===== config.mk =====
export PLATFORM = sky130hd
export DESIGN_NAME = trc_counter
export DESIGN_NICKNAME = d
export VERILOG_FILES = /design/src/trc_pkg.sv /design/src/trc_counter.sv
export SDC_FILE = /design/constraint.sdc
export NUM_CORES = 1
export LEC_CHECK = 0
export ABC_CLOCK_PERIOD_IN_PS = 7500
export BUFFER_PORTS_ARGS = -buffer_cell sky130_fd_sc_hd__buf_2
export CORE_ASPECT_RATIO = 1.1
export CORE_MARGIN = 10
export CORE_UTILIZATION = 25
export DETAILED_ROUTE_END_ITERATION = 6
export PLACE_DENSITY = 0.47
export SLEW_MARGIN = 15
export SYNTH_ARGS = -nofsm -noshare
export SYNTH_HDL_FRONTEND = slang
export SYNTH_SLANG_ARGS = --single-unit

===== constraint.sdc =====
create_clock -name sys_clk -period 7.5 [get_ports sys_clk]
set_input_delay 1.5 -clock sys_clk [delete_from_list [all_inputs] [get_ports sys_clk]]
set_output_delay 1.5 -clock sys_clk [all_outputs]
set_load 0.05 [all_outputs]

===== src/trc_pkg.sv =====
/*
  Constants, codes and carrier types for the dual 16-bit counter block.
  Assumes one system clock domain and a byte-wide data memory port.
*/
package trc_pkg;
  // ==========================================================
  // Register byte addresses in data memory
  localparam logic [7:0] A_HI_ADDR = 8'h20;
  localparam logic [7:0] A_LO_ADDR = 8'h21;
  localparam logic [7:0] CTRL_ADDR = 8'h22;
  localparam logic [7:0] B_HI_ADDR = 8'h23;
  localparam logic [7:0] B_LO_ADDR = 8'h24;
  localparam logic [7:0] CONV_ADDR = 8'h25;
  // ==========================================================
  // Field positions
  localparam int EDGE_BIT = 3;
  localparam int RUN_BIT  = 4;
  localparam int MODE_LSB = 5;
  localparam int OVS_BIT  = 0;
  localparam int CSEL_BIT = 1;
  localparam int PATH_LSB = 4;
  localparam int INTC_OVF_BIT = 5;
  // ==========================================================
  // Reset values and readable masks
  localparam logic [7:0] CTRL_RST   = 8'h08;
  localparam logic [7:0] CONV_RST   = 8'h80;
  localparam logic [7:0] CTRL_RMASK = 8'hF8;
  localparam logic [7:0] CONV_RMASK = 8'hF3;
  localparam logic [15:0] CNT_MAX   = 16'hFFFF;
  localparam logic [1:0] DIV4_LAST  = 2'h3;
  // ==========================================================
  // Operating mode codes
  localparam logic [2:0] MODE_SYS  = 3'h0;
  localparam logic [2:0] MODE_DIV4 = 3'h1;
  localparam logic [2:0] MODE_RTC  = 3'h2;
  localparam logic [2:0] MODE_ADCK = 3'h3;
  localparam logic [2:0] MODE_EVT  = 3'h4;
  localparam logic [2:0] MODE_PW   = 3'h5;
  // Oscillator path codes
  localparam logic [3:0] PATH_EXT  = 4'h0;
  localparam logic [3:0] PATH_RSCS = 4'h1;
  localparam logic [3:0] PATH_RTCS = 4'h2;
  localparam logic [3:0] PATH_CRT  = 4'h3;
  localparam logic [3:0] PATH_RSCR = 4'h4;
  // ==========================================================
  // Pin vector indices
  localparam int PIN_EVT  = 0;
  localparam int PIN_EXTC = 1;
  localparam int PIN_REF  = 2;
  localparam int PIN_SRES = 3;
  localparam int PIN_SRC  = 4;
  localparam int PIN_RSCR = 5;
  localparam int PIN_RTCO = 6;
  localparam int PIN_PRES = 7;
  localparam int PIN_N    = 8;
  // ==========================================================
  // Types
  typedef enum logic [1:0] {PW_WAIT, PW_MEAS, PW_HOLD} trc_pw_t;
  typedef struct packed {
    logic [7:0] addr;
    logic       wr;
    logic       rd;
    logic [7:0] wdata;
  } trc_req_t;
endpackage


===== src/trc_counter.sv =====
/*
  Dual 16-bit timer/event counter and RC-type converter counter pair.
  Assumes a CPU data memory port on sys_clk; all pins are asynchronous.
*/
module trc_counter
  import trc_pkg::*;
(
  // Clock and reset
  input  wire logic           sys_clk,
  input  wire logic           rstn,
  // Data memory port
  input  trc_pkg::trc_req_t   req,
  output logic [7:0]          rd_data,
  // Pins and oscillator outputs
  input  wire logic [7:0]     pins,
  // Configuration option: internal source is RTC oscillator
  input  wire logic           cfg_rtc_src,
  // Overflow flag
  input  wire logic           ovf_clr,
  output logic                overflow_flag,
  output logic                wake
);
  // ==========================================================
  // Pin synchronisers
  logic [PIN_N-1:0] s1_q, s2_q, s3_q;
  logic [PIN_N-1:0] rise, fall;

  // Two stages then an edge history stage
  always_ff @(posedge sys_clk or negedge rstn) begin
    if (!rstn) begin
      s1_q <= '0;
      s2_q <= '0;
      s3_q <= '0;
    end else begin
      s1_q <= pins;
      s2_q <= s1_q;
      s3_q <= s2_q;
    end
  end
  assign rise = s2_q & ~s3_q;
  assign fall = ~s2_q & s3_q;

  // ==========================================================
  // Registers and state
  logic [15:0] a_q, b_q;
  logic [7:0]  buf_q, rd_q;
  logic        run_q, edge_q, ovs_q, csel_q, flag_q, wake_q;
  logic [2:0]  mode_q;
  logic [3:0]  path_q;
  logic [1:0]  div_q;
  trc_pw_t     pw_q;

  // System clock divided by four
  always_ff @(posedge sys_clk or negedge rstn) begin
    if (!rstn) div_q <= '0;
    else       div_q <= div_q + 2'h1;
  end

  // ==========================================================
  // Clock selection
  logic tick4, osc_tick, a_tick, b_tick, act_edge, ret_edge;
  assign tick4 = (div_q == DIV4_LAST);

  // Oscillator path for counter B
  always_comb begin
    unique case (path_q)
      PATH_EXT:  osc_tick = rise[PIN_EXTC];
      PATH_RSCS: osc_tick = rise[PIN_REF];
      PATH_RTCS: osc_tick = rise[PIN_SRES];
      PATH_CRT:  osc_tick = rise[PIN_SRC];
      PATH_RSCR: osc_tick = rise[PIN_RSCR];
      default:   osc_tick = 1'b0;
    endcase
  end

  // Active and return edges on the event pin
  assign act_edge = edge_q ? fall[PIN_EVT] : rise[PIN_EVT];
  assign ret_edge = edge_q ? rise[PIN_EVT] : fall[PIN_EVT];

  // Counter A clock from the operating mode
  always_comb begin
    unique case (mode_q)
      MODE_SYS:  a_tick = cfg_rtc_src ? rise[PIN_RTCO] : 1'b1;
      MODE_DIV4: a_tick = tick4;
      MODE_RTC:  a_tick = rise[PIN_PRES];
      MODE_ADCK: a_tick = osc_tick;
      MODE_EVT:  a_tick = act_edge;
      MODE_PW:   a_tick = tick4 && (pw_q == PW_MEAS);
      default:   a_tick = 1'b0;
    endcase
  end
  assign b_tick = osc_tick;

  // ==========================================================
  // Access decode
  logic acc_a, acc_b, blk, ok;
  logic wr_ahi, wr_bhi, wr_lo, rd_ahi, rd_bhi, wr_ctrl;
  logic [15:0] wr_word;
  assign acc_a = (req.addr == A_HI_ADDR) || (req.addr == A_LO_ADDR);
  assign acc_b = (req.addr == B_HI_ADDR) || (req.addr == B_LO_ADDR);
  // Counter bytes serviced when stopped; preload writes also while timing
  assign ok = !run_q || (!csel_q && acc_b && req.wr);
  assign wr_ahi  = req.wr && ok && (req.addr == A_HI_ADDR);
  assign wr_bhi  = req.wr && ok && (req.addr == B_HI_ADDR);
  assign wr_lo   = req.wr && ok &&
                   ((req.addr == A_LO_ADDR) || (req.addr == B_LO_ADDR));
  assign rd_ahi  = req.rd && ok && (req.addr == A_HI_ADDR);
  assign rd_bhi  = req.rd && ok && (req.addr == B_HI_ADDR);
  assign wr_ctrl = req.wr && (req.addr == CTRL_ADDR);
  assign wr_word = {req.wdata, buf_q};
  assign blk = req.rd && ((req.addr == A_HI_ADDR) || (req.addr == B_HI_ADDR));

  // ==========================================================
  // Counting and overflow
  logic a_inc, b_inc, a_ovf, b_ovf, t_ovf, c_stop, pw_done;
  assign a_inc = run_q && !blk && a_tick;
  assign b_inc = run_q && !blk && b_tick && csel_q;
  assign a_ovf = a_inc && (a_q == CNT_MAX);
  assign b_ovf = b_inc && (b_q == CNT_MAX);
  assign t_ovf = !csel_q && a_ovf;
  assign c_stop = csel_q && (ovs_q ? b_ovf : a_ovf);
  assign pw_done = run_q && !csel_q && (mode_q == MODE_PW) &&
                   (pw_q == PW_MEAS) && ret_edge;

  // Counter A: load, reload, count
  always_ff @(posedge sys_clk or negedge rstn) begin
    if (!rstn) a_q <= '0;
    else if (wr_ahi) a_q <= wr_word;
    else if (wr_bhi && !csel_q && !run_q) a_q <= wr_word;
    else if (t_ovf) a_q <= b_q;
    else if (a_inc) a_q <= a_q + 16'h0001;
  end

  // Counter B, or preload in timer use
  always_ff @(posedge sys_clk or negedge rstn) begin
    if (!rstn) b_q <= '0;
    else if (wr_bhi) b_q <= wr_word;
    else if (b_inc) b_q <= b_q + 16'h0001;
  end

  // Shared low byte buffer
  always_ff @(posedge sys_clk or negedge rstn) begin
    if (!rstn) buf_q <= '0;
    else if (wr_lo) buf_q <= req.wdata;
    else if (rd_ahi) buf_q <= a_q[7:0];
    else if (rd_bhi) buf_q <= b_q[7:0];
  end

  // ==========================================================
  // Control registers
  always_ff @(posedge sys_clk or negedge rstn) begin
    if (!rstn) begin
      mode_q <= CTRL_RST[MODE_LSB+:3];
      edge_q <= CTRL_RST[EDGE_BIT];
    end else if (wr_ctrl) begin
      mode_q <= req.wdata[MODE_LSB+:3];
      edge_q <= req.wdata[EDGE_BIT];
    end
  end

  // Run bit: software write, hardware stop
  always_ff @(posedge sys_clk or negedge rstn) begin
    if (!rstn) run_q <= CTRL_RST[RUN_BIT];
    else if (wr_ctrl) run_q <= req.wdata[RUN_BIT];
    else if (c_stop || pw_done) run_q <= 1'b0;
  end

  // Converter control register
  always_ff @(posedge sys_clk or negedge rstn) begin
    if (!rstn) begin
      path_q <= CONV_RST[PATH_LSB+:4];
      csel_q <= CONV_RST[CSEL_BIT];
      ovs_q  <= CONV_RST[OVS_BIT];
    end else if (req.wr && (req.addr == CONV_ADDR)) begin
      path_q <= req.wdata[PATH_LSB+:4];
      csel_q <= req.wdata[CSEL_BIT];
      ovs_q  <= req.wdata[OVS_BIT];
    end
  end

  // ==========================================================
  // Pulse width measurement sequence
  always_ff @(posedge sys_clk or negedge rstn) begin
    if (!rstn) pw_q <= PW_WAIT;
    else if (wr_ctrl) pw_q <= PW_WAIT;
    else begin
      unique case (pw_q)
        PW_WAIT: if (run_q && mode_q == MODE_PW && act_edge) pw_q <= PW_MEAS;
        PW_MEAS: if (!run_q || pw_done) pw_q <= PW_HOLD;
        PW_HOLD: pw_q <= PW_HOLD;
      endcase
    end
  end

  // ==========================================================
  // Overflow flag (set wins over clear) and wake pulse
  always_ff @(posedge sys_clk or negedge rstn) begin
    if (!rstn) begin
      flag_q <= 1'b0;
      wake_q <= 1'b0;
    end else begin
      if (t_ovf || c_stop) flag_q <= 1'b1;
      else if (ovf_clr) flag_q <= 1'b0;
      wake_q <= a_ovf || b_ovf;
    end
  end

  // ==========================================================
  // Read data, registered
  always_ff @(posedge sys_clk or negedge rstn) begin
    if (!rstn) rd_q <= '0;
    else if (req.rd) begin
      if (req.addr == CTRL_ADDR)
        rd_q <= {mode_q, run_q, edge_q, 3'h0} & CTRL_RMASK;
      else if (req.addr == CONV_ADDR)
        rd_q <= {path_q, 2'h0, csel_q, ovs_q} & CONV_RMASK;
      else if (rd_ahi) rd_q <= a_q[15:8];
      else if (rd_bhi) rd_q <= b_q[15:8];
      else if ((acc_a || acc_b) && ok) rd_q <= buf_q;
      else rd_q <= 8'h00;
    end
  end

  assign rd_data       = rd_q;
  assign overflow_flag = flag_q;
  assign wake          = wake_q;
endmodule


==> results.ini, run 1 <==
[outcome]
status=finished, final reports clean

[drt]
drtIter0Drc=313
via_count=4036
drc=0
postRouteAntennaNets=0
via_per_inst=5.18
first_pass_iters=5
drt_wl_total_um=15100
post_drt_wl_per_cell_um=19.4

[critical_path]
cp.required_ns=7.73
r2r_start=path_q[0]
critPathLaunchType=input pin
r2r-end=overflow_flag
slowest_delay_ns=0.54
ff2ff_path_depth=6
ff2ff_setup_slack_ns=4.49
critPathMaxFanout=13
critPathKind=input pin to flop
end_kind=flop
crit_slowest_cell=or4b_1
worstPathCellList=buf_2 -> or4b_1 -> or2_4 -> o311ai_1 -> buf_4 -> or2_2 -> mux2_2 -> a221o_1
arrival_ns=4.06

[flow_run]
cap_violations=0

[global_route]
met2_usage_pct=19.3
overflow=0
grt_max_degree=47
use_met3_pct=2.60
first_global_vias=4050
antenna_found_initial=0
grt.total_usage_pct=11.6
grt_busiest_layer=met2
grt_first_pass_wirelength_um=23700
met1_usage_pct=14.2

[yosys]
synth_top_family_by_area=compound AO/OA/AOI/OAI gates
synthArstFlopShare_pct=100
ys_seq_area_share_pct=45.6
synth_fp_nets=536
yosysUniqueCellTypes=64
yosys-mux-area-fraction_pct=5.24
synth-warning-count=0
yosys.area_share.simple_pct=19.1
netlist_instances=501
yosys.area.top_type=dfrtp_1
synth_compound_area_share_pct=19.9
synthAdderAreaFrac_pct=1.28
ys_seq_elements=89
synth_edf_count=0
synth-xor-area-share_pct=3.58
yosys-top-cells-area=dfrtp_1 45%, nand2_1 3.9%, a211oi_1 3.1%
syn_avg_cell_area_um2=9.76
mappedNetlistArea_um2=4890
ys.flop_type=dfrtp_1
synth_top_area_share_pct=44.5

[cts]
cts_tree=built
cts.reportedPaths.clkPinSlew_ns=0.07
numCtsBuffers=9
clkLatencyLatePin_ns=0.36
post_cts_resize_count=0
htreeDepth=3
cts_buffer_depth=2
clock-root-buffer=clkbuf_16
cts_sinks=89
hold_buffers=0
postCtsSetupBuffers=0

[floorplanning]
fp-row-count=53
core-area_um2=19200
die_area_um2=25600
start_util_pct=25.5
ioPinCount=40
die_h_um=167
die-width_um=153

[layout]
n_antenna_cell=0
syn2layout_area_growth_pct=13.6
layout-drive-gt1-share_pct=18.0
fin_util_pct=29.0
fillers=1999
nNetsFinal=562
finalNonFillerCells=779
fin_area_um2=5560

[placement]
place_hpwl_um=11100
dp.cells=763
place_area_um2=5250
gp_congestion=0.899
io_buffers=39

[sta]
slew_viol_final=0
worstMarginPinSlew_ns=1.05
finalHoldViolCount=0
layout_min_cycle_time_ns=3.83
max_freq_ghz=0.261
setup_viol=0
rsz0062_at_grt=false
relSlewSlack_pct=29.4
skew_ns=0.00885
min_period_over_period_pct=51.0
setup_tns_ns=0

[power_and_ir_drop]
total_power_mw=1.30
powerDensity_nw_per_um2=235
ir_drop_mv=0.101
leakage_nw=2.24

[hold_path]
min_path_type=flop to flop
hp-start=s1_q[2]
hold_end=s2_q[2]
holdPathStages=0

-- flip-flops by register name (all words and copies together), names as in the netlist --
name and count:
edge_q 1, wake 1, a_q 16, div_q 2
s3_q 8, ovs_q 1, rd_data 8, run_q 1
mode_q 3, s1_q 8, overflow_flag 1, pw_q 2
buf_q 8, s2_q 8, path_q 4, b_q 16
csel_q 1
-- through the flow --
stage	hold slack, ns	setup slack (ns)
after floorplan	0.331	3.83
after global placement	0.333	3.39
after detailed placement	0.336	3.33
after CTS	0.353	3.69
after global routing	0.359	3.57
final	0.352	3.67
-- report_power, final --
| part | switching (mW) | total (mW) | internal [mW] |
|---|---|---|---|
| logic | 0.130 | 0.231 | 0.101 |
| registers | 0.0765 | 0.606 | 0.529 |
| clock network | 0.222 | 0.468 | 0.246 |
-- layout make-up --
class	count	area [um2]	share of cell area, %
well taps	247	309	5.56
clock buffers	10	239	4.30
clock inverters	6	67.6	1.22
flip-flops and latches	89	2230	40.1
inverters	20	75.1	1.35
multi-input cells	363	2400	43.2
repair buffers	44	235	4.23
-- logic make-up after synthesis --
kind of cell    count (synthesis)
flops                          89
compound gates                137
buf+inv                        49
xor+xnor                       20
simple gates                  177
mux                            24
fa+ha+maj                       5
-- worst max-delay path by stage --
stage,from,to,slack [ns]
after detailed placement,req[14],b_q[3],3.33
after global placement,req[14],b_q[3],3.39
final,req[14],b_q[3],3.67
after floorplan,req[14],b_q[3],3.83
after global routing,req[14],b_q[3],3.57
after CTS,req[14],b_q[3],3.69
-- critical path: cells and delay by family --
family	cells	cell delay, ns
simple gates	3	1.09
compound gates	2	0.75
buf+inv	2	0.35
mux	1	0.36
-- synthesized netlist by cell type (4+ instances only) --
| library cell | n |
|---|---|
| dfrtp_1 | 87 |
| nand3_1 | 12 |
| a211oi_1 | 20 |
| a21o_1 | 8 |
| or3_1 | 4 |
| inv_1 | 20 |
| xor2_1 | 8 |
| a221oi_1 | 4 |
| xnor2_1 | 12 |
| clkbuf_8 | 4 |
| mux2_2 | 13 |
| nor4_1 | 9 |
| nor3_1 | 15 |
| nor2_1 | 35 |
| nand2_1 | 51 |
| or2_2 | 5 |
| nand4_1 | 7 |
| o2bb2ai_1 | 5 |
| nand2b_1 | 9 |
| o22ai_1 | 11 |
| clkbuf_1 | 16 |
| mux2i_1 | 11 |
| a21oi_1 | 26 |
| a221o_1 | 14 |
| ha_1 | 5 |
| o21ai_0 | 24 |
| a31oi_1 | 5 |
-- routing by layer --
metal	vias to the layer above	wire [um]
met3	26	663
met2	101	7450
li1	1905	-
met1	2004	6530
met5	-	0
met4	0	456
-- cell usage in the layout (no fill, tap or decap), types with 12 or more instances in the layout --
cell type | synthesis | final
nand3_1 | 12 | 12
mux2_2 | 13 | 13
a221o_1 | 14 | 14
nor3_1 | 15 | 15
a21oi_1 | 26 | 26
o21ai_0 | 24 | 24
nand2_1 | 51 | 51
a211oi_1 | 20 | 20
dfrtp_1 | 87 | 87
nor2_1 | 35 | 35
xnor2_1 | 12 | 12
inv_1 | 20 | 20
buf_2 | 3 | 38
Note: power is estimated with default switching activity, not from simulation.
==> run 2: changes to the inputs <==
ABC_CLOCK_PERIOD_IN_PS = 3060   (was 7500)
PLACE_DENSITY = 0.48   (was 0.47)
clock period = 3.06 ns   (was 7.5 ns; I/O delays follow)
==> run 2 against run 1 <==
  * Clock-buffer cell count stayed put
  * Core utilization is 0.55 points higher
  * Non-clock buffer count is 13 higher
==> results.ini, run 2 (synthesized netlist as in run 1, its figures left out) <==
[cts]
hold_buffers=0
cts_sinks=89
post_cts_resize_count=0
cts.reportedPaths.clkPinSlew_ns=0.07
postCtsSetupBuffers=0
numCtsBuffers=9
htreeDepth=3
clock-root-buffer=clkbuf_16
clkLatencyLatePin_ns=0.35
cts_buffer_depth=2
cts_tree=built

[sta]
layout_min_cycle_time_ns=2.76
finalHoldViolCount=0
min_period_over_period_pct=90.4
skew_ns=0.00678
worstMarginPinSlew_ns=0.771
hold_slack_ns=0.313
slew_viol_final=0
rsz0062_at_grt=false
max_freq_ghz=0.362
setup_viol=0
setup_tns_ns=0
relSlewSlack_pct=48.1

[placement]
gp_congestion=0.925
dp.cells=776
io_buffers=39
place_hpwl_um=11200

[layout]
final_common_cell=dfrtp_1
most-common-layout-cells=87 x dfrtp_1, 51 x nand2_1, 38 x buf_2
ff_latch_area_um2=2230
finalNonFillerCells=792
fin_util_pct=29.5
multi_input_area_um2=2400
largestRegisters=a_q x16, b_q x16
fillers=1989
nNetsFinal=575
syn2layout_area_growth_pct=15.8
layout-drive-gt1-share_pct=19.8
n_antenna_cell=0

[critical_path]
critPathLaunchType=flop
r2r_start=path_q[0]
critPathMaxFanout=9
crit_slowest_cell=or4_1
worstPathCellList=or3b_2 -> a211oi_1 -> o211ai_1 -> a221o_2 -> buf_4 -> or4_1 -> o21ai_1
ff2ff_path_depth=7
r2r-end=overflow_flag
cp.required_ns=3.33
end_kind=flop
critPathKind=flop to flop
slowest_delay_ns=0.57
arrival_ns=3.04
ff2ff_setup_slack_ns=0.30
cp-endpoint=overflow_flag
crit_path_start=path_q[0]

[drt]
via_count=4137
drc=0
post_drt_wl_per_cell_um=19.2
drtIter0Drc=386
postRouteAntennaNets=0
first_pass_iters=5
drt_wl_total_um=15200
via_per_inst=5.22

[global_route]
first_global_vias=4006
grt_max_degree=50
overflow=0
grt.total_usage_pct=11.6
grt_first_pass_wirelength_um=23600
antenna_found_initial=1

[power_and_ir_drop]
ir_drop_mv=0.313
powerDensity_nw_per_um2=568
leakage_nw=2.30
total_power_mw=3.22

[floorplanning]
core-area_um2=19200
die_area_um2=25600
start_util_pct=25.5
die-width_um=153
die_h_um=167
ioPinCount=40
fp-row-count=53

[outcome]
status=finished, final reports clean

[hold_path]
min_path_type=input pin to asynchronous set/reset pin

[flow_run]
cap_violations=0

-- run 2: routing by layer --
layer  GRT usage, %  wire, um  vias to the layer above
met5              0         0                        -
met4           4.81       492                        0
met3           2.42       871                       29
met2           18.5      7180                      170
met1           14.8      6630                     2012
li1               -         -                     1926
-- run 2: how the worst min path moves through the flow --
stage	from	endpoint	slack [ns]	depth (start not counted)
floorplan	rstn	a_q[0]	0.32	0
global placement	s1_q[1]	s2_q[1]	0.33	0
detailed placement	s1_q[2]	s2_q[2]	0.33	0
CTS	rstn	buf_q[5]	0.34	1
global route	rstn	buf_q[5]	0.35	1
finish	rstn	buf_q[5]	0.31	1
-- run 2: worst max-delay path, delay by kind of cell, from the launching register on --
kind | cells | cell delay, ns
buffers and inverters | 1 | 0.19
flip-flops | 1 | 0.45
AND/OR/NAND/NOR | 2 | 1.06
AO/OA/AOI/OAI | 4 | 1.01
-- run 2: through the flow --
stage                     instance area, um2  worst slack (ns)
after floorplan                         4890             0.277
after global placement                  5360             0.186
after detailed placement                5360             0.129
after CTS                               5660             0.285
after global routing                    5660             0.190
final                                   5660             0.295
-- run 2: area by class of cell --
| cell class | instances | area share (%) |
|---|---|---|
| clock buffer | 10 | 4.04 |
| multi-input combinational | 363 | 42.4 |
| clock inverter | 6 | 1.28 |
| sequential | 89 | 39.4 |
| inverter | 20 | 1.33 |
| timing repair buffer | 57 | 6.10 |
| tap | 247 | 5.46 |
-- run 2: power breakdown --
part	internal [mW]	switching (mW)	leakage (nW)	total, mW
sequential	1.30	0.185	1.14	1.48
clock	0.647	0.504	0.150	1.15
combinational	0.257	0.326	1.02	0.583
total	2.20	1.01	2.30	3.22
==> run 3: changes to the inputs <==
ABC_CLOCK_PERIOD_IN_PS = 2400   (was 3060)
PLACE_DENSITY = not set   (was 0.48)
PLACE_DENSITY_LB_ADDON = 0.12   (was not set)
SETUP_SLACK_MARGIN = 0.15   (was not set)
clock period = 2.4 ns   (was 3.06 ns; I/O delays follow)
==> run 3 against run 2 <==
  * The run now ends with setup timing left
  * Combinational power grew 130%
  * First-iteration DRC count shrank 29%
  * Clock-buffer cell count shrank 1
  * Clock skew grew 0.0036 ns
  * Via count grew 7.5%
  * Die area is the same
  * Sequential share of layout area shrank 7.2 points
  * Flip-flop and latch count is the same
  * Register-to-register slack lost 0.35 ns
  * Critical endpoint unchanged
==> results.ini, run 3 (synthesized netlist as in run 1, its figures left out) <==
[floorplanning]
ioPinCount=40
start_util_pct=25.5
die_h_um=167
fp-row-count=53
die_area_um2=25600
die-width_um=153
core-area_um2=19200

[sta]
fin_ws_ns=-0.0584
worstMarginPinSlew_ns=0.555
setup_viol=5
slew_viol_final=0
relSlewSlack_pct=63.0
min_period_over_period_pct=102
rsz0062_at_grt=true
finalHoldViolCount=0
layout_min_cycle_time_ns=2.46
skew_ns=0.0104
max_freq_ghz=0.407

[cts]
cts_tree=built
clock-root-buffer=clkbuf_16
cts.reportedPaths.clkPinSlew_ns=0.07
hold_buffers=0
clkLatencyLatePin_ns=0.36
numCtsBuffers=9
cts_sinks=89
cts_buffer_depth=2
htreeDepth=3

[critical_path]
crit_slowest_cell=or4_4
cp_top_family=simple AND/OR/NAND/NOR gates
worstPathCellList=or3b_4 -> a211oi_2 -> o211ai_1 -> a221o_2 -> buf_6 -> or4_4 -> o21ai_2
end_kind=flop
critPathKind=flop to flop
slowest_delay_ns=0.50
critPathLaunchType=flop
timing.critical_path.buf_inv=1
critPathMaxFanout=5
arrival_ns=2.74
cp.required_ns=2.68

[layout]
most-common-layout-cells=87 x dfrtp_1, 86 x buf_4, 51 x nand2_1
layout-drive-gt1-share_pct=40.3
syn2layout_area_growth_pct=41.8
largestRegisters=a_q x16, b_q x16
final_common_cell=dfrtp_1
fin_area_um2=6940
fin_util_pct=36.2
n_antenna_cell=0
fillers=1920
ff_latch_area_um2=2230
multi_input_area_um2=2850
nNetsFinal=667
finalNonFillerCells=884

[drt]
post_drt_wl_per_cell_um=19.6
first_pass_iters=5
drtIter0Drc=273
drt_wl_total_um=17300
via_count=4448
via_per_inst=5.03
drc=0
postRouteAntennaNets=0

[global_route]
first_global_vias=4440
antenna_found_initial=0
grt_first_pass_wirelength_um=26600
overflow=0
grt_max_degree=50
grt.total_usage_pct=13.2

[power_and_ir_drop]
p_int_mw=3.00
pwr-share-seq_pct=39.1
pwr-share-comb_pct=30.3
p_clk_share_pct=30.5
powerDensity_nw_per_um2=653
power_switching_mw=1.53
p_sw_share_pct=33.7
leakage_nw=3.01
ir_drop_mv=0.341

[placement]
place_hpwl_um=12900
place_area_um2=5960
io_buffers=39
dp.cells=845
gp_congestion=0.842

[outcome]
status=finished with violations
violations=setup timing

[hold_path]
min_path_type=input pin to asynchronous set/reset pin

[flow_run]
cap_violations=0

-- run 3: final timing paths --
path | startpoint | endpoint | slack (ns) | depth (start not counted)
setup / recovery | path_q[0] | overflow_flag | -0.06 | 7
hold / removal | rstn | s1_q[2] | 0.11 | 1
setup reg to reg | path_q[0] | overflow_flag | -0.06 | 7
hold reg to reg | s1_q[7] | s2_q[7] | 0.35 | 0
max in group asynchronous | rstn | path_q[3] | 1.60 | 2
min in group sys_clk | pins[1] | s1_q[1] | 0.22 | 1
-- run 3: per-stage QoR --
stage	hold slack [ns]	power (mW)	TNS, ns	setup slack (ns)
floorplan	0.184	2.41	-2.13	-0.187
CTS	0.122	4.46	-0.627	-0.117
global route	0.146	4.78	-1.22	-0.167
global placement	0.333	2.87	-11.05	-0.400
detailed placement	0.335	2.89	-10.75	-0.365
finish	0.105	4.53	-0.145	-0.0584
-- run 3: timing repair --
item / 4_1_cts / 5_1_grt
buffers inserted: 10 / 11
gates resized for setup: 53 / 56
cloned: 1 / 1
pin swaps: 33 / 32
endpoints found under the setup margin: 30 / 43
-- run 3: area by class of cell --
cell class                      count  share of cell area (%)
Tap cell                          247                    4.46
Clock buffer                        9                    3.25
Timing Repair Buffer              148                    17.0
Sequential cell                    89                    32.1
Inverter                           20                    1.08
Multi-Input combinational cell    364                    41.2
Clock inverter                      7                   0.866
-- run 3: layer usage --
| layer | wire length (um) | part of all wire, % | vias up | GRT usage (%) |
|---|---|---|---|---|
| met4 | 371 | 2.1 | 0 | 5.06 |
| met3 | 509 | 2.9 | 18 | 2.34 |
| met1 | 8120 | 47 | 2223 | 17.3 |
| met5 | 0 | 0 | - | 0 |
| li1 | - | - | 2116 | - |
| met2 | 8330 | 48 | 91 | 21.1 |
-- run 3: worst reg2reg max path: cells and delay by family (launching register included) --
family                 cells  cell delay (ns)
buffers and inverters      1             0.14
and+or+nand+nor            2             0.92
AOI/OAI and AO/OA          4             0.90
DFF                        1             0.42
-- run 3: power groups by stage --
stage               registers [mW]  logic, mW  clock network, mW
floorplan                     1.80      0.607                  0
global placement              1.79       1.08                  0
detailed placement            1.79       1.10                  0
CTS                           1.77       1.26               1.42
global route                  1.79       1.49               1.49
finish                        1.77       1.37               1.38
